$ cat config.mk
export PLATFORM = sky130hd
export DESIGN_NAME = dmr_timer
export DESIGN_NICKNAME = d
export VERILOG_FILES = /design/src/core/dmr_pkg.sv /design/src/core/dmr_sync.sv /design/src/core/dmr_timer.sv
export SDC_FILE = /design/constraint.sdc
export NUM_CORES = 1
export LEC_CHECK = 0
export BUFFER_PORTS_ARGS = -buffer_cell sky130_fd_sc_hd__buf_4
export CAP_MARGIN = 20
export CORE_MARGIN = 4
export CORE_UTILIZATION = 50
export CTS_BUF_LIST = sky130_fd_sc_hd__clkbuf_8
export DETAILED_ROUTE_END_ITERATION = 8
export GPL_ROUTABILITY_DRIVEN = 1
export PLACE_DENSITY_LB_ADDON = 0.12
export REMOVE_ABC_BUFFERS = 1
export SLEW_MARGIN = 20
export SYNTH_ARGS = -nofsm -noshare
export SYNTH_HDL_FRONTEND = slang
export SYNTH_SLANG_ARGS = --single-unit
export TNS_END_PERCENT = 30
$ cat constraint.sdc
create_clock -name clk -period 4.22 [get_ports clk]
set_input_delay 0.844 -clock clk [delete_from_list [all_inputs] [get_ports clk]]
set_output_delay 0.844 -clock clk [all_outputs]
set_load 0.02 [all_outputs]
$ cat src/core/dmr_pkg.sv
package dmr_pkg;

  // ***************************************************************
  // clock and timing
  // ***************************************************************
  localparam int unsigned CLK_PERIOD_NS  = 100;        // 10 MHz
  localparam int unsigned PULSE_SHORT_NS = 2_200_000;  // 2.2 ms
  localparam int unsigned PULSE_LONG_NS  = 70_000_000; // 70 ms
  localparam int unsigned HOLD_LOW_NS    = 50_000_000; // plain default

  // least times round up to whole cycles
  localparam int unsigned PULSE_SHORT_CYC =
    (PULSE_SHORT_NS + CLK_PERIOD_NS - 1) / CLK_PERIOD_NS;
  localparam int unsigned PULSE_LONG_CYC  =
    (PULSE_LONG_NS + CLK_PERIOD_NS - 1) / CLK_PERIOD_NS;
  localparam int unsigned HOLD_LOW_CYC    =
    (HOLD_LOW_NS + CLK_PERIOD_NS - 1) / CLK_PERIOD_NS;

  // ***************************************************************
  // widths and reset values
  // ***************************************************************
  localparam int unsigned CNT_W        = 21;
  localparam logic [1:0]  SYNC_RST_VAL = 2'h3;  // inputs idle high
  localparam logic        OUT_RST_VAL  = 1'h1;  // output at rest

  // ***************************************************************
  // sequencer states, gray along idle-hold-pulse-spent
  // ***************************************************************
  typedef enum logic [1:0] {
    DMR_IDLE  = 2'h0,
    DMR_HOLD  = 2'h1,
    DMR_PULSE = 2'h3,
    DMR_SPENT = 2'h2
  } dmr_state_t;

endpackage

$ cat src/core/dmr_sync.sv
`timescale 1ns/100ps

// ***************************************************************
// two-stage synchroniser for the two manual reset pins
// ***************************************************************
module dmr_sync
  import dmr_pkg::*;
(
  input  wire logic       clk,
  input  wire logic       rst,
  input  wire logic [1:0] pin_n,
  output logic      [1:0] sync_n
);

  logic [1:0] meta;
  logic [1:0] next_meta;
  logic [1:0] next_sync_n;

  // first stage feeds only the second stage
  always_comb begin
    next_meta   = pin_n;
    next_sync_n = meta;
  end

  // reset to inactive high, as an undriven second pin would read
  always_ff @(posedge clk) begin
    if (rst) begin
      meta   <= SYNC_RST_VAL;
      sync_n <= SYNC_RST_VAL;
    end else begin
      meta   <= next_meta;
      sync_n <= next_sync_n;
    end
  end

endmodule

$ cat src/core/dmr_timer.sv
`timescale 1ns/100ps

module dmr_timer
  import dmr_pkg::*;
#(
  parameter bit          LONG_VARIANT    = 1'b0,
  parameter int unsigned HOLD_CYC        = HOLD_LOW_CYC,
  parameter int unsigned PULSE_SHORT_LEN = PULSE_SHORT_CYC,
  parameter int unsigned PULSE_LONG_LEN  = PULSE_LONG_CYC
)
(
  input  wire logic clk,
  input  wire logic rst,
  input  wire logic first_manual_reset_input_n,
  input  wire logic second_manual_reset_input_n,
  output logic      sys_reset_n
);

  // ***************************************************************
  // derived lengths
  // ***************************************************************
  localparam int unsigned PULSE_CYC =
    LONG_VARIANT ? PULSE_LONG_LEN : PULSE_SHORT_LEN;
  localparam logic [CNT_W-1:0] HOLD_LAST  = CNT_W'(HOLD_CYC - 1);
  localparam logic [CNT_W-1:0] PULSE_LAST = CNT_W'(PULSE_CYC - 1);

  // ***************************************************************
  // input synchronisation and edge detection
  // ***************************************************************
  logic [1:0] in_n;
  logic [1:0] prev_n;
  logic [1:0] next_prev_n;
  logic       both_low;
  logic       any_fall;

  dmr_sync u_sync (
    .clk    (clk),
    .rst    (rst),
    .pin_n  ({second_manual_reset_input_n, first_manual_reset_input_n}),
    .sync_n (in_n)
  );

  // edges taken from the synchronised copy only
  always_comb begin
    next_prev_n = in_n;
    both_low    = (in_n == 2'h0);
    any_fall    = |(prev_n & ~in_n);
  end

  always_ff @(posedge clk) begin
    if (rst) begin
      prev_n <= SYNC_RST_VAL;
    end else begin
      prev_n <= next_prev_n;
    end
  end

  // ***************************************************************
  // sequencer
  // ***************************************************************
  dmr_state_t       state;
  dmr_state_t       next_state;
  logic [CNT_W-1:0] cnt;
  logic [CNT_W-1:0] next_cnt;
  logic             rearm;
  logic             next_rearm;
  logic             next_sys_reset_n;

  // one counter serves hold and pulse; they never overlap
  always_comb begin
    next_state = state;
    next_cnt   = cnt;
    next_rearm = rearm;
    unique case (state)
      DMR_IDLE: begin
        next_cnt = '0;
        if (both_low) begin
          next_state = DMR_HOLD;
        end
      end
      DMR_HOLD: begin
        if (!both_low) begin
          next_state = DMR_IDLE;
          next_cnt   = '0;
        end else if (cnt == HOLD_LAST) begin
          next_state = DMR_PULSE;
          next_cnt   = '0;
          next_rearm = 1'b0;
        end else begin
          next_cnt = cnt + CNT_W'(1);
        end
      end
      DMR_PULSE: begin
        // pulse width is fixed, an edge only arms a fresh hold
        if (any_fall) begin
          next_rearm = 1'b1;
        end
        if (cnt == PULSE_LAST) begin
          next_cnt = '0;
          if (both_low && !(rearm || any_fall)) begin
            next_state = DMR_SPENT;
          end else begin
            next_state = DMR_IDLE;
          end
        end else begin
          next_cnt = cnt + CNT_W'(1);
        end
      end
      DMR_SPENT: begin
        next_cnt = '0;
        // a release is needed before any new hold
        if (!both_low) begin
          next_state = DMR_IDLE;
        end
      end
    endcase
    next_sys_reset_n = (next_state != DMR_PULSE);
  end

  always_ff @(posedge clk) begin
    if (rst) begin
      state       <= DMR_IDLE;
      cnt         <= '0;
      rearm       <= 1'b0;
      sys_reset_n <= OUT_RST_VAL;
    end else begin
      state       <= next_state;
      cnt         <= next_cnt;
      rearm       <= next_rearm;
      sys_reset_n <= next_sys_reset_n;
    end
  end

  // ***************************************************************
  // checks
  // ***************************************************************
  logic [CNT_W-1:0] low_run;
  logic [CNT_W-1:0] pulse_len;
  logic [CNT_W-1:0] next_low_run;
  logic [CNT_W-1:0] next_pulse_len;

  // helper counts: consecutive low cycles since the last release, and
  // cycles spent with the output low; the run count saturates so a very
  // long hold cannot wrap it back under the timeout
  always_comb begin
    next_low_run   = low_run;
    next_pulse_len = '0;
    if (!both_low) begin
      next_low_run = '0;
    end else if (low_run != {CNT_W{1'b1}}) begin
      next_low_run = low_run + CNT_W'(1);
    end
    if (!sys_reset_n) begin
      next_pulse_len = pulse_len + CNT_W'(1);
    end
  end

  always_ff @(posedge clk) begin
    if (rst) begin
      low_run   <= '0;
      pulse_len <= '0;
    end else begin
      low_run   <= next_low_run;
      pulse_len <= next_pulse_len;
    end
  end
endmodule

== Word level (Yosys, flattened, before mapping) ==
Index checks and enable logic that the tools add are counted.

* Register bits after elaboration: 31

* Equal/unequal tests: 9
* $add $sub $neg: 1
* Multiplexer cells: 15
* Bitwise operators: 2
* Reduce and logical (&&, ||, !) cells: 9

{| class="wikitable"
|+ Operators with widths
! cell !! count
|-
| $mux 21 || 3
|-
| $pmux 21 s3 || 1
|-
| $add 21x1->21 const B || 1
|-
| $eq 21x15->1 const B || 1
|-
| $eq 21x19->1 const B || 1
|-
| $mux 2 || 6
|-
| $ne 2x2->1 const B || 4
|-
| $pmux 2 s4 || 1
|-
| $eq 2x2->1 const B || 2
|-
| $logic_not 2->1 || 2
|-
| $reduce_and 4->1 || 1
|-
| $reduce_or 2->1 || 2
|-
| $mux 1 || 3
|-
| $and 2x2->2 || 1
|-
| $eq 2x1->1 const B || 1
|-
| $not 2->2 || 1
|-
| $pmux 1 s2 || 1
|-
| $reduce_bool 2->1 || 1
|-
| $logic_and 1x1->1 || 1
|-
| $logic_not 1->1 || 1
|-
| $logic_or 1x1->1 || 1
|}

== Longest topological paths before layout ==
* Depth in word-level cells: 10
* Depth in mapped cells: 6

== Cells and area by module ==
Synthesis repeated with hierarchy kept, for this count alone.

* Cells, all modules: 155
* Area total of the unflattened synthesis: 1441.4 um^2

{| class="wikitable"
|+ Modules (own cells, without submodules)
! module !! cells each !! area an instance (um^2) !! sequential area each (um^2) !! instances
|-
| dmr_timer || 147 || 1336.3 || 540.5 || 1
|-
| dmr_sync || 8 || 105.1 || 80.1 || 1
|}

== Least setup slack after synthesis ==
Ideal clock, no wire load.

* Path kind: reg-to-reg
* Start point: register cnt[0]
* End point: register cnt[18]
* Required time: 4.141 ns
* Setup slack: 2.409 ns
* Setup time: 0.079 ns
* Stages on the path, launching flop included: 6
* Data arrival time: 1.731 ns
* Cell sequence: dfxtp_1 ha_1 nand4_2 or4_4 or3_1 a22oi_1

* Word-level cells in the longest chain between the ends: 4

{| class="wikitable"
|+ Ends and longest elaborated chain
! item !! line !! text
|-
| start: declaration || dmr_timer.sv:63 || <nowiki>logic [CNT_W-1:0] cnt;</nowiki>
|-
| start signal: assignment || dmr_timer.sv:128 || <nowiki>cnt <= next_cnt;</nowiki>
|-
| $add 21x1->21 or $eq 21x19->1 (tied branches) || dmr_timer.sv:90, dmr_timer.sv:106, dmr_timer.sv:85 ||
|-
| $mux 21 || dmr_timer.sv:85 || <nowiki>end else if (cnt == HOLD_LAST) begin</nowiki>
|-
| $mux 21 || dmr_timer.sv:82 || <nowiki>if (!both_low) begin</nowiki>
|-
| $pmux 21 s3 (*) || dmr_timer.sv:74 || <nowiki>unique case (state)</nowiki>
|}

Every way passes the cells marked *; elsewhere a longest branch is shown, timed or not.
A chain may end at the register's enable or synchronous reset.

== Worst setup path in the final report ==
* Start point: register cnt[0]
* End point: register cnt[20]

Same word-level chain as after synthesis.

==> run_results.csv <==
group,metric,value,unit
logic_synthesis,synth_edf_count,0,
clock_tree,cts_tree,"done",
global_route,antenna_found_initial,0,
global_route,grt_first_pass_wirelength,4.97,mm
logic_synthesis,synthesis.area,0.00143,mm^2
global_route,grt_overflow_total,0,
route,vias_per_cell,6.04,
sta,maxSlewViolCount,0,
sta,rsz0062_at_grt,"no",
critical_path,cp.required,4.37,ns
critical_path,crit_path_start_kind,"flip-flop",
critical_path,crit_path_max_fanout,12,
clock_tree,cts.root.buffer_cell,"clkbuf_8",
sta,max_freq,452,MHz
sta,final_hold_viol_count,0,
logic_synthesis,synthFlopType,"dfxtp_1",
placement,io_buffers,4,
logic_synthesis,synthSimpleGateAreaFrac,28.5,%
global_route,grt_max_degree,22,
critical_path,cp_slowest_cell,"o31ai_2",
route,wl_per_cell,14.8,um
clock_tree,postCtsSetupBuffers,0,
logic_synthesis,synthAdderAreaFrac,0.874,%
sta,timing.final.crit_period,2.21,ns
route,num_vias,1165,
route,dr.pass1.iters,4,
route,drt-initial-drc-count,43,
floorplan,die_h,61.5,um
logic_synthesis,synth_mux_area_share,0,%
final_layout,finish.net_count,167,
floorplan,die_w,61.5,um
logic_synthesis,yosysUniqueCellTypes,39,
floorplan,num_rows,19,
sta,tns,0,ns
logic_synthesis,synth_compound_area_share,14.9,%
clock_tree,path_clk_slew,0.06,ns
logic_synthesis,synthArstFlopShare,0,%
route,ant_nets,0,
route,totalWireLength,2.86,mm
logic_synthesis,avgSynthCellArea,9.12,um^2
power,power.leakage,0.485,nW
sta,setup_violations,0,
power,p_per_area,340,mW/mm^2
floorplan,dieArea,0.00378,mm^2
final_layout,design_area,0.00157,mm^2
floorplan,coreArea,0.00276,mm^2
sta,tightest_slew,0.820,ns
floorplan,ios,5,
global_route,grtUsageTotal,18.2,%
placement,place_area,0.00149,mm^2
clock_tree,clk_path_buf_depth,2,
critical_path,cp_slowest_stage_delay,0.72,ns
logic_synthesis,synth_top_family_by_area,"simple AND/OR/NAND/NOR gates",
logic_synthesis,synth-warning-count,0,
logic_synthesis,synth_cells,157,
floorplan,start_util,51.9,%
placement,gp_congestion,0.780,
logic_synthesis,ys_ff_latch,31,
critical_path,crit_type,"flip-flop to flip-flop",
worst_hold_path,hp-class,"flip-flop to flip-flop",
critical_path,setup.worst_path.end_class,"flip-flop",
clock_tree,clock-sinks,31,
clock_tree,cts_hold_buf,0,
final_layout,antenna_cells,0,
placement,dpl.hpwl,2.03,mm
final_layout,area_delta_synth_final,9.88,%
clock_tree,cts_buffers,5,
sta,relSlewSlack,45.0,%
run,drv_cap,0,
clock_tree,post_cts_resized,0,
clock_tree,cts_htree_levels,2,
sta,min_period_over_period,52.4,%
critical_path,cp_cell_sequence,"ha_1 > and3_2 > nand4_1 > o31ai_2 > buf_4 > a22oi_1",
power,ir_drop,262,uV
global_route,grt_pass1_vias,1135,
route,drc,0,
critical_path,crit_arrival,2.37,ns
sta,clock_skew,0.00426,ns
logic_synthesis,synthXorXnorAreaFrac,9.18,%
final_layout,layout-drive-gt1-share,17.3,%
status,status,"finished, final reports clean",
clock_tree,worstSkewPairLatency,0.28,ns
logic_synthesis,ys_seq_area_share,43.4,%
path summary, 6_finish.rpt:
kind,start,end,slack [ns],depth (start not counted)
max,cnt[0],cnt[20],2.01,6
min,u_sync.meta[0],u_sync.sync_n[0],0.41,1
max reg2reg,cnt[0],cnt[20],2.01,6
min reg2reg,u_sync.meta[0],u_sync.sync_n[0],0.41,1
layout by cell type (no fill, tap or decap), types with 5 or more instances in the layout:
| master | n |
|---|---|
| nor2_1 | 5 |
| nor4_1 | 5 |
| a21oi_1 | 17 |
| xnor2_1 | 12 |
| dfxtp_1 | 31 |
| clkbuf_8 | 6 |
| nand2_1 | 7 |
| nand4_1 | 6 |
| nand3_1 | 9 |
| or2_2 | 6 |
| buf_4 | 6 |
cell type report:
cell class                      count  area, um^2
Clock buffer                        6        82.6
Inverter                            3        11.3
Fill cell                         247        1180
Tap cell                           31        38.8
Timing Repair Buffer                6        45.0
Clock inverter                      1        5.00
Multi-Input combinational cell    115         769
Sequential cell                    31         621
power breakdown:
part / internal, mW / total [mW] / switching (mW) / leakage [nW]
combinational: 0.00368 / 0.00621 / 0.00253 / 0.187
clock: 0.128 / 0.232 / 0.104 / 0.0470
sequential: 0.295 / 0.296 / 0.00106 / 0.251
metal layers:
metal | wire [um] | global-route usage [%] | vias to the layer above
met5 | 0 | 0 | -
met4 | 72 | 8.48 | 0
met3 | 124 | 6.92 | 8
met2 | 1300 | 27.8 | 21
met1 | 1370 | 22.6 | 553
li1 | - | - | 583
state kept, by name (all words and copies together) (netlist names):
| signal | count |
|---|---|
| prev_n | 2 |
| state | 2 |
| u_sync.meta | 2 |
| cnt | 21 |
| sys_reset_n | 1 |
| rearm | 1 |
| u_sync.sync_n | 2 |
stage by stage:
stage	hold WS (ns)	worst slack [ns]	util [%]	total power, mW	std cells
6_report	0.408	2.01	57.0	0.534	193
5_1_grt	0.425	1.86	57.0	0.558	193
4_1_cts	0.409	2.00	57.0	0.543	193
3_5_place_dp	0.394	2.01	53.9	0.309	186
3_3_place_gp	0.391	2.14	53.9	0.308	186
2_1_floorplan	0.389	1.73	-	0.305	149
synthesized netlist by cell type (all sizes together), types with 5 or more instances:
cell	instances	area (um^2)
dfxtp	31	621
nor2	5	18.8
nand2	7	26.3
or3	5	36.3
clkbuf	6	25.0
a21oi	17	85.1
or2	6	37.5
nand4	8	62.6
nand3	9	45.0
xnor2	12	105
nor4	5	31.3
o31ai	5	42.5
cells by family (layout without fill, tap and decap cells):
logic type               Yosys count  count (layout)
XOR/XNOR                          15              15
flip-flops                        31              31
adder cells (fa/ha/maj)            1               1
AND/OR/NAND/NOR                   65              65
buffers and inverters             11              16
AO/OA/AOI/OAI                     34              34
worst max-delay path, delay by kind of cell, from the launching register on:
| family | cells | cell delay [ns] |
|---|---|---|
| fa+ha+maj | 1 | 0.26 |
| buf+inv | 1 | 0.30 |
| compound gates | 2 | 0.82 |
| flops | 1 | 0.37 |
| simple gates | 2 | 0.34 |
(Power assumes the default switching activity.)
